==> src/hw/tws_pkg.sv <==
// Constants shared by the two-wire configuration target.
package tws_pkg;
  localparam logic [5:0] TWS_ADDR_UPPER = 6'h26;
  localparam int TWS_DEGLITCH_CYC = 3;
  localparam int TWS_SYNC_STAGES = 3;
  localparam logic [7:0] TWS_PTR_RESET = 8'h00;
  localparam logic [3:0] TWS_ACK_BIT = 4'h8;
  typedef enum {TWS_IDLE, TWS_ADDR, TWS_ADDR_ACK, TWS_WRX, TWS_WR_ACK,
    TWS_RDX, TWS_RD_ACK, TWS_IGNORE} tws_state_type;
endpackage : tws_pkg

==> src/hw/tws_config_slave.sv <==
// Two-wire serial target giving a host access to a register file.
module tws_config_slave
  import tws_pkg::*;
#(
  parameter int DATA_W = 8
) (
  input wire logic core_clk,
  input wire logic reset,
  input wire logic addrSel,
  input wire logic sclIn,
  input wire logic sdaIn,
  output logic sdaOut,
  output logic sdaOe,
  output logic [7:0] regAddr,
  output logic [DATA_W-1:0] regWrData,
  output logic regWrStb,
  output logic regRdStb,
  input wire logic [DATA_W-1:0] regRdData,
  output logic busBusy
);
  logic [TWS_SYNC_STAGES-1:0] sclSync_r;
  logic [TWS_SYNC_STAGES-1:0] sdaSync_r;
  logic sclFilt_r;
  logic sdaFilt_r;
  logic [1:0] glitchCnt_r;
  logic sclRise;
  logic sclFall;
  logic startDet;
  logic stopDet;
  logic [TWS_SYNC_STAGES-1:0] strapSync_r;
  logic strap_r;
  logic addrSeen_r;
  tws_state_type state_r;
  logic [3:0] bitCnt_r;
  logic [7:0] shift_r;
  logic [7:0] ptr_r;
  logic ptrLoaded_r;
  logic [7:0] rdShift_r;
  logic pullLow_r;
  logic hostNack_r;
  logic [6:0] ownAddr;

  // Strap pin synchronised; level taken once the last two stages agree
  always_ff @(posedge core_clk) begin
    if (reset) strapSync_r <= '0;
    else strapSync_r <= {strapSync_r[TWS_SYNC_STAGES-2:0], addrSel};
  end
  always_ff @(posedge core_clk) begin
    if (reset) strap_r <= 1'b0;
    else if (strapSync_r[2] == strapSync_r[1]) strap_r <= strapSync_r[2];
  end
  assign ownAddr = {TWS_ADDR_UPPER, strap_r};

  // Three-stage synchronisers, preset high during reset
  always_ff @(posedge core_clk) begin
    if (reset) begin
      sclSync_r <= '1;
      sdaSync_r <= '1;
    end else begin
      sclSync_r <= {sclSync_r[TWS_SYNC_STAGES-2:0], sclIn};
      sdaSync_r <= {sdaSync_r[TWS_SYNC_STAGES-2:0], sdaIn};
    end
  end

  // Deglitch: clock must stay at the new level for three cycles
  always_ff @(posedge core_clk) begin
    if (reset) begin
      sclFilt_r <= 1'b1;
      glitchCnt_r <= 2'h0;
    end else if (sclSync_r[2] == sclSync_r[1] && sclSync_r[2] != sclFilt_r)
        begin
      if (glitchCnt_r == 2'(TWS_DEGLITCH_CYC - 1)) begin
        sclFilt_r <= sclSync_r[2];
        glitchCnt_r <= 2'h0;
      end else begin
        glitchCnt_r <= glitchCnt_r + 2'h1;
      end
    end else begin
      glitchCnt_r <= 2'h0;
    end
  end

  always_ff @(posedge core_clk) begin
    if (reset) sdaFilt_r <= 1'b1;
    else if (sdaSync_r[2] == sdaSync_r[1]) sdaFilt_r <= sdaSync_r[2];
  end

  logic sclNew;
  logic sdaNew;
  assign sclNew = (glitchCnt_r == 2'(TWS_DEGLITCH_CYC - 1)) &&
    sclSync_r[2] == sclSync_r[1] && sclSync_r[2] != sclFilt_r;
  assign sdaNew = (sdaSync_r[2] == sdaSync_r[1]) ? sdaSync_r[2] : sdaFilt_r;
  assign sclRise = sclNew && !sclFilt_r;
  assign sclFall = sclNew && sclFilt_r;
  assign startDet = sclFilt_r && !sclNew && sdaFilt_r && !sdaNew;
  assign stopDet = sclFilt_r && !sclNew && !sdaFilt_r && sdaNew;

  // Falling clock that closes a start is no address bit
  always_ff @(posedge core_clk) begin
    if (reset) addrSeen_r <= 1'b0;
    else if (startDet) addrSeen_r <= 1'b0;
    else if (sclRise) addrSeen_r <= 1'b1;
  end

  // Bus state machine
  always_ff @(posedge core_clk) begin
    if (reset) begin
      state_r <= TWS_IDLE;
      bitCnt_r <= 4'h0;
      shift_r <= 8'h00;
      busBusy <= 1'b0;
    end else if (startDet) begin
      state_r <= TWS_ADDR;
      bitCnt_r <= 4'h0;
      busBusy <= 1'b1;
    end else if (stopDet) begin
      state_r <= TWS_IDLE;
      busBusy <= 1'b0;
    end else if (sclRise) begin
      if (bitCnt_r != TWS_ACK_BIT) shift_r <= {shift_r[6:0], sdaFilt_r};
      if (state_r == TWS_RD_ACK && bitCnt_r == TWS_ACK_BIT) begin
        bitCnt_r <= bitCnt_r;
      end
    end else if (sclFall && (state_r != TWS_ADDR || addrSeen_r)) begin
      case (state_r)
        TWS_ADDR, TWS_WRX, TWS_RDX: begin
          if (bitCnt_r == 4'h7) begin
            bitCnt_r <= TWS_ACK_BIT;
            if (state_r == TWS_ADDR)
              state_r <= (shift_r[7:1] == ownAddr) ? TWS_ADDR_ACK
                : TWS_IGNORE;
            else if (state_r == TWS_WRX) state_r <= TWS_WR_ACK;
            else state_r <= TWS_RD_ACK;
          end else begin
            bitCnt_r <= bitCnt_r + 4'h1;
          end
        end
        TWS_ADDR_ACK: begin
          bitCnt_r <= 4'h0;
          state_r <= shift_r[0] ? TWS_RDX : TWS_WRX;
        end
        TWS_WR_ACK: begin
          bitCnt_r <= 4'h0;
          state_r <= TWS_WRX;
        end
        TWS_RD_ACK: begin
          bitCnt_r <= 4'h0;
          state_r <= hostNack_r ? TWS_IGNORE : TWS_RDX;
        end
        default: begin
          state_r <= state_r;
        end
      endcase
    end
  end

  // Host acknowledge sampled in the ninth clock of a read byte
  always_ff @(posedge core_clk) begin
    if (reset) hostNack_r <= 1'b0;
    else if (sclRise && state_r == TWS_RD_ACK) hostNack_r <= sdaFilt_r;
  end

  // Pointer load, data write and auto-increment
  always_ff @(posedge core_clk) begin
    if (reset) begin
      ptr_r <= TWS_PTR_RESET;
      ptrLoaded_r <= 1'b0;
      regWrData <= '0;
      regWrStb <= 1'b0;
    end else begin
      regWrStb <= 1'b0;
      if (startDet) begin
        ptrLoaded_r <= 1'b0;
      end else if (sclFall && state_r == TWS_WRX && bitCnt_r == 4'h7) begin
        if (!ptrLoaded_r) begin
          ptr_r <= shift_r;
          ptrLoaded_r <= 1'b1;
        end else begin
          regWrData <= DATA_W'(shift_r);
          regWrStb <= 1'b1;
        end
      end else if (regWrStb) begin
        ptr_r <= ptr_r + 8'h01;
      end else if (regRdStb) begin
        ptr_r <= ptr_r + 8'h01;
      end
    end
  end
  assign regAddr = ptr_r;

  // Read data fetch and shift, changed only after falling edge
  always_ff @(posedge core_clk) begin
    if (reset) begin
      rdShift_r <= 8'hFF;
      regRdStb <= 1'b0;
    end else begin
      regRdStb <= 1'b0;
      if (sclFall && (state_r == TWS_ADDR_ACK && shift_r[0] ||
          state_r == TWS_RD_ACK && !hostNack_r)) begin
        rdShift_r <= 8'(regRdData);
        regRdStb <= 1'b1;
      end else if (sclFall && state_r == TWS_RDX && bitCnt_r != 4'h7) begin
        rdShift_r <= {rdShift_r[6:0], 1'b1};
      end
    end
  end

  // Open-drain drive: acknowledge or read data zero
  always_ff @(posedge core_clk) begin
    if (reset) pullLow_r <= 1'b0;
    else if (startDet || stopDet) pullLow_r <= 1'b0;
    else if (sclFall) begin
      if (state_r == TWS_ADDR && bitCnt_r == 4'h7)
        pullLow_r <= (shift_r[7:1] == ownAddr);
      else if (state_r == TWS_WRX && bitCnt_r == 4'h7)
        pullLow_r <= 1'b1;
      else if (state_r == TWS_ADDR_ACK && shift_r[0] ||
          state_r == TWS_RD_ACK && !hostNack_r)
        pullLow_r <= !regRdData[7];
      else if (state_r == TWS_RDX && bitCnt_r != 4'h7)
        pullLow_r <= !rdShift_r[6];
      else pullLow_r <= 1'b0;
    end
  end
  assign sdaOut = 1'b0;
  assign sdaOe = pullLow_r;

  a_ack_on_match: assert property (@(posedge core_clk) disable iff (reset)
    sclFall && state_r == TWS_ADDR && bitCnt_r == 4'h7 &&
    shift_r[7:1] == ownAddr && !startDet && !stopDet |=> sdaOe)
    else $error("no acknowledge on address match");
  a_no_drive_high: assert property (@(posedge core_clk) disable iff (reset)
    sdaOe |-> !sdaOut)
    else $error("data line driven high");
  a_sda_change_fall: assert property (@(posedge core_clk) disable iff (reset)
    $changed(sdaOe) |-> $past(sclFall) || $past(startDet) ||
    $past(stopDet))
    else $error("data line changed off falling edge");
  a_wr_ptr_inc: assert property (@(posedge core_clk) disable iff (reset)
    regWrStb && !startDet |=> ptr_r == $past(ptr_r) + 8'h01)
    else $error("pointer not advanced after write");
  a_idle_after_stop: assert property (@(posedge core_clk) disable iff (reset)
    stopDet && !startDet |=> state_r == TWS_IDLE && !sdaOe)
    else $error("stop did not end transfer");
  a_start_addr: assert property (@(posedge core_clk) disable iff (reset)
    startDet |=> state_r == TWS_ADDR && bitCnt_r == 4'h0)
    else $error("start not detected");
  a_idle_ignores: assert property (@(posedge core_clk) disable iff (reset)
    state_r == TWS_IDLE && !startDet |=> !regWrStb && !regRdStb)
    else $error("activity before start");
  a_addr_value: assert property (@(posedge core_clk) disable iff (reset)
    ownAddr == (strap_r ? 7'h4D : 7'h4C))
    else $error("bus address wrong");
  a_deglitch_three: assert property (@(posedge core_clk) disable iff (reset)
    sclRise |-> $past(sclSync_r[2], 1) && $past(sclSync_r[2], 2))
    else $error("clock edge not deglitched");
  c_write_byte: cover property (@(posedge core_clk) regWrStb);
  c_read_byte: cover property (@(posedge core_clk) regRdStb);
  c_restart: cover property (@(posedge core_clk) startDet && busBusy);
  c_nomatch: cover property (@(posedge core_clk) state_r == TWS_IGNORE);
endmodule : tws_config_slave

==> config.mk <==
export PLATFORM = sky130hd
export DESIGN_NAME = tws_config_slave
export DESIGN_NICKNAME = d
export VERILOG_FILES = /design/src/hw/tws_pkg.sv /design/src/hw/tws_config_slave.sv
export SDC_FILE = /design/constraint.sdc
export NUM_CORES = 1
export LEC_CHECK = 0
export ABC_AREA = 1
export BUFFER_PORTS_ARGS = -buffer_cell sky130_fd_sc_hd__buf_2
export CORE_MARGIN = 1.5
export CORE_UTILIZATION = 57
export DETAILED_ROUTE_END_ITERATION = 10
export PLACE_DENSITY = 0.84
export SYNTH_ARGS = -nofsm -noshare
export SYNTH_HDL_FRONTEND = slang
export SYNTH_SLANG_ARGS = --single-unit
export TNS_END_PERCENT = 50
==> constraint.sdc <==
create_clock -name core_clk -period 1.9 [get_ports core_clk]
set_input_delay 0.19 -clock core_clk [delete_from_list [all_inputs] [get_ports core_clk]]
set_output_delay 0.19 -clock core_clk [all_outputs]
set_load 0.02 [all_outputs]
---- Word level (Yosys, flattened, before mapping) ----
Cells that the tools add are included.
cells by class
  add/subtract/negate cells ............... 3
  equality and inequality tests ........... 25
  muxes and demuxes ....................... 28
  bitwise logic cells ..................... 5
  reduce and logical (&&, ||, !) cells .... 53
operators by type and width
  kind                   count
  $eq A32 B3 Y1 const B  5
  $pmux W32 S4           1
  $eq A32 B2 Y1 const B  3
  $eq A32 B4 Y1 const B  2
  $eq A32 B1 Y1 const B  1
  $mux W32               1
  $mux W8                4
  $ne A32 B2 Y1 const B  1
  $logic_and A1 B1 Y1    22
  $reduce_and A4 Y1      4
  $reduce_or A3 Y1       5
  $mux W7                2
  $mux W1                13
  $mux W3                3
  $add A8 B1 Y8 const B  1
  $ne A4 B4 Y1 const B   2
  $pmux W4 S2            1
  $eq A7 B7 Y1           1
  $logic_not A1 Y1       7
  $reduce_and A3 Y1      2
  $reduce_bool A2 Y1     3
  $reduce_bool A3 Y1     2
  $reduce_bool A6 Y1     1
  $not A1 Y1             5
  other kinds (15)       22
storage, ports and cells
  flip-flop bits (word level) ............. 88
  input bits .............................. 13
  output and inout port bits .............. 21
  logic and storage cells ................. 135

---- Logic depth before layout (Yosys ltp) ----
Gate-level depths: netlist of the first run.
  word-level depth ........................ 9
  mapped depth ............................ 12
  gate-level depth less buffers ........... 11

---- Worst setup path after synthesis of the first run ----
Ideal clock, no wire load.
  kind .................................... reg2reg
  from .................................... reg glitchCnt_r[0]
  to ...................................... reg ptr_r[4] (netlist: regAddr[4])
  library setup time ...................... 0.114 ns
  data arrival time ....................... 1.421 ns
  required time ........................... 1.786 ns
  slack ................................... 0.365 ns
  cell stages (with the launch flop) ...... 10
  path buffers ............................ 1
  period minus slack after synthesis ...... 1.535 ns
  cell sequence ........................... dfxtp_1 > inv_1 > ha_1 > a31oi_2 > nand2_1 > nand3_4 > buf_6 > nand2_1 > nand2_1 > nor2_2
on the way
  cells in the longest elaborated chain, start to end .. 9
  elaborated cells on any way between the ends .. 15
  those cells by class .................... eq/ne: 2; mux: 1; bitwise: 1; reduce/logical: 11
ends and longest elaborated chain
  what                                                       RTL line                 RTL
  from (decl)                                                tws_config_slave.sv:25   logic [1:0] glitchCnt_r;
  from (signal assigned)                                     tws_config_slave.sv:76   glitchCnt_r <= glitchCnt_r + 2'h1;
  $eq A2 B2 Y1 *                                             tws_config_slave.sv:90   assign sclNew = (glitchCnt_r == 2'(TWS_DEGLITCH_CYC - 1)) &&
  $logic_and A1 B1 Y1 *                                      tws_config_slave.sv:90
  $logic_and A1 B1 Y1 *                                      tws_config_slave.sv:91   sclSync_r[2] == sclSync_r[1] && sclSync_r[2] != sclFilt_r;
  branches (longest 6 deep; another with $reduce_and A3 Y1)  -
  to (signal assigned)                                       tws_config_slave.sv:176  ptr_r <= shift_r;
  to (signal assigned)                                       tws_config_slave.sv:183  ptr_r <= ptr_r + 8'h01;
  to (signal assigned)                                       tws_config_slave.sv:185  ptr_r <= ptr_r + 8'h01;
  to (decl)                                                  tws_config_slave.sv:36   logic [7:0] ptr_r;
Mark *: on every way between the ends.
A chain may end at the register's enable or synchronous reset.

---- Final worst setup path of the first run ----
Same ends and word-level chain as after synthesis.

==> results by group, run 1 <==
Setup path
  – CP Launch Type: register
  – Setup CP Type: reg -> reg
  – FF-to-FF End: regAddr[4]$_SDFFE_PP0P_
  – CP Buf/Inv Count: 2
  – CP Cell Sequence: inv_1 > ha_1 > nand4_4 > clkinv_2 > nand2_4 > nand2_2 > nand3_4 > nor2_1 > nor2_2
  – Largest delay share family, worst path: simple AND/OR/NAND/NOR gates
  – Kind of end point of the critical path: register
  – Critical Path AT: 1900 ps
  – Reg2reg setup slack: 230 ps
  – Worst r2r path cells: 9
  – Crit-path max cell delay: 310 ps
  – Crit path max fanout: 16
  – Worst endpoint required time: 2130 ps
  – Reg-to-reg startpoint: glitchCnt_r[0]$_SDFF_PP0_
  – CP max stage cell: dfxtp_1

Floorplanning
  – Die span in y: 72.3 um
  – Die ar.: 5230 um^2
  – Starting density of the core: 58.8%
  – CORE AREA: 4660 um^2
  – Row cnt: 25
  – I/O pins: 34
  – Die Width: ~72 um

Pwr
  – Peak VDD IR: 0.000567 V
  – Pleak: 0.00148 uW
  – PwrDens: between 800 and 900 nW/um^2

Run
  – # Max-Cap Violations: 0

Global route
  – Initial antenna violation count: 0
  – Global route total overflow: 0
  – First-pass GRT wire length: 9780 um
  – Largest net degree at the start of global routing: 34
  – Global Route Usage Sum: 24.3%
  – Number of global-route vias before repair: about 2,200

Hold path
  – HP Start: sclIn
  – HP Class: in -> reg
  – Endpoint with the worst hold slack: sclSync_r[0]$_SDFF_PP1_
  – Worst hold stages: 2

Clock network
  – Clock Path Buffers: 2
  – Resize count post-CTS: 0
  – CTS clk-pin slew, worst paths: 70 ps
  – Setup repair bufs after CTS: 0
  – CTS buffer count: 9
  – CTS tree: yes
  – # hold bufs at CTS: 0
  – Clk sinks: 59
  – Clk_lat worst skew: 340 ps
  – Root Buffer: clkbuf_8
  – CTS H-tree depth: 3

Route
  – Total number of vias: 2,480
  – Final WL: 5770 um
  – Drt wl/cell: about 12 um
  – Post-detailed-route count of antenna-violating nets: 0
  – First-pass DRT Iterations: 4
  – DRC Markers: 0
  – 1st-iter DRT viols: roughly 150
  – Routed vias/inst: 5.17

Logic synthesis
  – Syn_nets: 400
  – Synth unique cells: 36
  – Post-synthesis register bit count: 59
  – Mapped Cells: 383
  – Netlist Area Pre-Place: between 2000 and 3000 um^2
  – Post-synth top flop: dfxtp_1
  – Sequential area share after synthesis: 43.1%
  – Post-Syn Area per Cell: roughly 7 um^2
  – Ys async rst share: 0%
  – Yosys Warn Count: 0
  – Post-synth EDFFs: 0

Finish
  – Post-layout util: about two thirds
  – Nets: 438
  – Syn-to-layout area delta: 16.1%
  – Share of cells above drive strength 1: 19.2%
  – Antenna cells: 0

Placement
  – Placer congestion estimate: 0.950
  – Dpl ws: 171 ps
  – PortBufs: 32
  – Final HPWL DP: 4140 um

Timing
  – Max Clock Freq: 0.600 GHz
  – RSZ-0062 raised after global routing: false
  – Worst Setup Slack, final: 232 ps
  – Setup TNS: 0 ps
  – Min Tclk post-route: 1670 ps
  – Final Cycle Share: 87.8%
  – Hold Fails Final Rpt: 0
  – Setup-failing EPs final: 0
  – Final slew viol count: 0
  – Setup Skew: about 10 ps

Run status
  – Status: finished clean
## logic make-up after synthesis
family	Yosys count	synth area share, %
fa+ha+maj	4	1.83
other cells	1	0.137
flops	59	43.1
xor+xnor	3	0.959
buf+inv	56	8.40
compound gates	64	12.6
simple gates	196	32.9
## cell type report
cell class / instances / area, um^2
clock inverter: 5 / 83.8
fill: 404 / 1480
sequential: 59 / 1180
tap: 54 / 67.6
clock buffer: 11 / 151
timing repair buffer: 36 / 190
multi-input combinational: 268 / 1330
inverter: 47 / 178
## synthesized netlist by cell type (3+ instances only)
cell type / instances / area share [%]
nand2_1: 87 / 12
dfxtp_1: 59 / 43
nor2_1: 59 / 8.1
inv_1: 37 / 5.1
o21ai_0: 32 / 5.8
a21oi_1: 19 / 3.5
nand3_1: 13 / 2.4
nand4_1: 10 / 2.3
inv_2: 7 / 0.96
nor2_2: 5 / 1.1
or2_2: 5 / 1.1
a211oi_1: 4 / 1.1
ha_1: 4 / 1.8
o21ai_1: 4 / 0.73
buf_2: 3 / 0.55
clkbuf_1: 3 / 0.41
nor2_4: 3 / 1.2
nor3_1: 3 / 0.55
## report_power, final
group | leakage (uW) | internal, uW | switching [uW]
Sequential | 0.000477 | 1250 | 4.61
Combinational | 0.000893 | 20.1 | 36.5
Clock | 0.000112 | 814 | 509
## metrics by stage
stage               cell area (um^2)  power [uW]  hold slack, ps  cells
finish                          3180        2630            27.6    480
global route                    3180        2720            14.2    480
CTS                             3170        2650            24.8    479
detailed placement              2940        1330             380    463
global placement                2940        1330             375    463
floorplan                       2740        1310             294    383
## registers in the layout (all words and copies together) (netlist names)
| register | count |
|---|---|
| addrSeen_r | 1 |
| bitCnt_r | 4 |
| busBusy | 1 |
| glitchCnt_r | 2 |
| hostNack_r | 1 |
| ptrLoaded_r | 1 |
| rdShift_r | 7 |
| regAddr | 8 |
| regRdStb | 1 |
| regWrData | 8 |
| regWrStb | 1 |
| sclFilt_r | 1 |
| sclSync_r | 3 |
| sdaFilt_r | 1 |
| sdaOe | 1 |
| sdaSync_r | 3 |
| shift_r | 8 |
| state_r | 3 |
| strapSync_r | 3 |
| strap_r | 1 |
## how the worst max path moves through the flow
stage                                    startpoint                         to  slack [ps]  cells after the start
after floorplan           glitchCnt_r[0]$_SDFF_PP0_    regAddr[4]$_SDFFE_PP0P_         360                      9
after global placement     bitCnt_r[0]$_SDFFE_PP0P_    regAddr[3]$_SDFFE_PP0P_         230                     10
after detailed placement   bitCnt_r[0]$_SDFFE_PP0P_    regAddr[4]$_SDFFE_PP0P_         170                     10
after CTS                  bitCnt_r[0]$_SDFFE_PP0P_  regWrData[0]$_SDFFE_PP0P_         130                      9
after global routing      glitchCnt_r[0]$_SDFF_PP0_    regAddr[4]$_SDFFE_PP0P_          60                      9
final                     glitchCnt_r[0]$_SDFF_PP0_    regAddr[4]$_SDFFE_PP0P_         230                      9
## layout by cell type (no fill, tap or decap), drive strengths merged
cell type	instances
nand2	91
nor3b	2
o21a	2
or2	6
a31oi	2
nand3	16
dfxtp	59
conb	1
a211oi	4
xor2	2
nand4	11
a21oi	19
clkinv	3
o211ai	1
inv	45
clkbuf	11
ha	4
nor2	67
clkinvlp	2
bufinv	2
buf	36
nor3	3
o21ai	36
xnor2	1
## per-layer routing
layer  up-vias  part of all wire (%)  track usage [%]
met3         7                   4.9             8.06
li1       1299                     -                -
met2        53                    48             41.5
met1      1121                    46             29.1
met5         -                     0                0
met4         0                   1.1             7.13
Power figures use the tool's default switching activity.
==> inputs of run 2 (changes only) <==
--- a/config.mk
+++ b/config.mk
@@ -11,6 +11,7 @@
 export CORE_UTILIZATION = 57
 export DETAILED_ROUTE_END_ITERATION = 10
 export PLACE_DENSITY = 0.84
+export SETUP_SLACK_MARGIN = 0.3
 export SYNTH_ARGS = -nofsm -noshare
 export SYNTH_HDL_FRONTEND = slang
 export SYNTH_SLANG_ARGS = --single-unit
==> run 2 against run 1 <==
Net effect: clock power is essentially flat; hold slack got worse by 2.1 ps; highest routed layer unchanged; count of clock-buffer cells in the layout is the same; setup slack better by 130 ps; global-route usage rose by 0.67 points; maximum frequency is 8.1% higher; sequential power about the same; clock skew up 0.57 ps.
==> results by group, run 2 (synthesis results as in run 1) <==
Clock network
  – CTS H-tree depth: 3 (unchanged)
  – CTS buffer count: 9 (unchanged)
  – Clock Path Buffers: 2 (unchanged)
  – Clk sinks: 59 (unchanged)
  – Clk_lat worst skew: 350 ps (was 340 ps)
  – Root Buffer: clkbuf_8 (unchanged)
  – # hold bufs at CTS: 0 (unchanged)
  – CTS clk-pin slew, worst paths: 70 ps (about the same)
  – CTS tree: yes (unchanged)

Setup path
  – CP Launch Type: register (unchanged)
  – Crit-path most repeated cell: nand2_1
  – Worst endpoint required time: 2140 ps (was 2130 ps)
  – Crit path max fanout: 8 (was 16)
  – CP max stage cell: dfxtp_1 (unchanged)
  – CP Cell Sequence: nor3b_1 > nand2_2 > nand3_4 > nand2_1 > nand2_1 > nor2_2 (was inv_1 > ha_1 > nand4_4 > clkinv_2 > nand2_4 > nand2_2 > nand3_4 > nor2_1 > nor2_2)
  – Setup CP Type: reg -> reg (unchanged)
  – Critical Path AT: 1780 ps (was 1900 ps)
  – Crit-path max cell delay: 420 ps (was 310 ps)
  – Kind of end point of the critical path: register (unchanged)

Floorplanning
  – Row cnt: 25 (unchanged)
  – CORE AREA: 4660 um^2 (unchanged)
  – Starting density of the core: 58.8% (unchanged)
  – Die Width: 72.3 um (unchanged)
  – I/O pins: 34 (unchanged)
  – Die span in y: 72.3 um (unchanged)
  – Die ar.: 5230 um^2 (unchanged)

Route
  – DRC Markers: 0 (unchanged)
  – 1st-iter DRT viols: 180 (was 154)
  – Routed vias/inst: 5.24 (was 5.17)
  – Final WL: 6180 um (was 5770 um)
  – Total number of vias: 2,559 (was 2,480)
  – Post-detailed-route count of antenna-violating nets: 0 (unchanged)
  – First-pass DRT Iterations: 4 (unchanged)
  – Highest routed metal layer: met4 (unchanged)
  – Met1 WL: 2760 um (was 2680 um)
  – Drt wl/cell: 12.7 um (was 12.0 um)
  – Met2 routed WL: 3000 um (was 2740 um)
  – Routed wl met3: 340 um (was 280 um)

Hold path
  – HP Class: in -> reg (unchanged)

Finish
  – Commonest non-fill, non-tap cells in the layout: 85 x nand2_1, 56 x nor2_1, 54 x dfxtp_1, 35 x inv_1, 32 x buf_2 (was 87 x nand2_1, 59 x nor2_1, 59 x dfxtp_1, 37 x inv_1)
  – Syn-to-layout area delta: 21.2% (was 16.1%)
  – Commonest non-fill, non-tap cell in the layout: nand2_1 (unchanged)
  – Nets: 446 (was 438)
  – Post-route insts no fill: 488 (was 480)
  – Filler cell count: 369 (was 404)
  – Share of cells above drive strength 1: 24.4% (was 19.2%)
  – Antenna cells: 0 (unchanged)

Pwr
  – PwrDens: 794 nW/um^2 (was 827 nW/um^2)
  – Peak VDD IR: 0.000567 V (about the same)
  – Pleak: 0.00154 uW (was 0.00148 uW)

Global route
  – Number of global-route vias before repair: 2,312 (was 2,235)
  – First-pass GRT wire length: 10,100 um (was 9780 um)
  – Initial antenna violation count: 0 (unchanged)
  – Global Route Usage Sum: 25.0% (was 24.3%)
  – Largest net degree at the start of global routing: 34 (unchanged)
  – Global route total overflow: 0 (unchanged)

Placement
  – Placed cells: 463 (unchanged)
  – Final HPWL DP: 4140 um (unchanged)
  – Placer congestion estimate: 0.950 (unchanged)
  – PortBufs: 32 (unchanged)

Timing
  – RSZ-0062 raised after global routing: true (was false)
  – Final slew viol count: 0 (unchanged)
  – Max Clock Freq: 0.648 GHz (was 0.600 GHz)
  – Min Tclk post-route: 1540 ps (was 1670 ps)
  – Setup TNS: 0 ps (unchanged)
  – Setup-failing EPs final: 0 (unchanged)
  – Final Cycle Share: 81.2% (was 87.8%)
  – Setup Skew: 10.6 ps (was 10.0 ps)
  – Hold Fails Final Rpt: 0 (unchanged)

Run
  – # Max-Cap Violations: 0 (unchanged)

Run status
  – Status: finished clean (unchanged)
[run 2: worst paths after layout]
check	start	cells after the start	end	slack, ps
max	sdaFilt_r$_SDFF_PP1_	6	regAddr[4]$_SDFFE_PP0P_	360
min	sclIn	2	sclSync_r[0]$_SDFF_PP1_	30
max reg2reg	sdaFilt_r$_SDFF_PP1_	6	regAddr[4]$_SDFFE_PP0P_	360
min reg2reg	strapSync_r[0]$_SDFF_PP0_	2	strapSync_r[1]$_SDFF_PP0_	400
[run 2: final cells by class]
| class | count | area (um^2) | area share, % |
|---|---|---|---|
| Tap cell | 54 | 67.6 | 2.03 |
| Inverter | 47 | 184 | 5.54 |
| Multi-Input combinational cell | 269 | 1400 | 42.2 |
| Sequential cell | 59 | 1190 | 35.8 |
| Clock inverter | 5 | 83.8 | 2.52 |
| Clock buffer | 11 | 151 | 4.56 |
| Timing Repair Buffer | 43 | 243 | 7.31 |
[run 2: stage by stage]
| stage | worst slack [ps] | cell area (um^2) | power (uW) | util, % | hold slack, ps |
|---|---|---|---|---|---|
| 2_1_floorplan | 365 | 2740 | 1310 | - | 294 |
| 3_3_place_gp | 229 | 2940 | 1330 | 63.0 | 375 |
| 3_5_place_dp | 171 | 2940 | 1330 | 63.0 | 380 |
| 4_1_cts | 316 | 3250 | 2650 | 69.8 | 24.8 |
| 5_1_grt | 267 | 3320 | 2720 | 71.3 | 15.8 |
| 6_report | 358 | 3320 | 2640 | 71.3 | 25.5 |
[run 2: where the power goes]
group	leakage [uW]	switching, uW	internal, uW
logic	0.000945	37.4	20.5
registers	0.000480	4.75	1240
clock network	0.000112	516	814
[run 2: worst max-delay path: cells and delay by family, from the launching register on]
kind / cells / cell delay [ps]
flip-flops: 1 / 420
AND/OR/NAND/NOR: 6 / 1000
[run 2: what timing repair did]
item,in CTS,in global routing
hold endpoints to repair,0,0
pin swaps,5,7
gates resized for setup,10,17
buffers inserted,5,3
gates cloned,1,0
setup endpoints to repair,20,31
[run 2: per-layer routing]
layer  vias up  track usage [%]
li1       1320                -
met1      1169             29.8
met2        62             42.0
met3         8             7.50
met4         0             10.1
met5         -                0
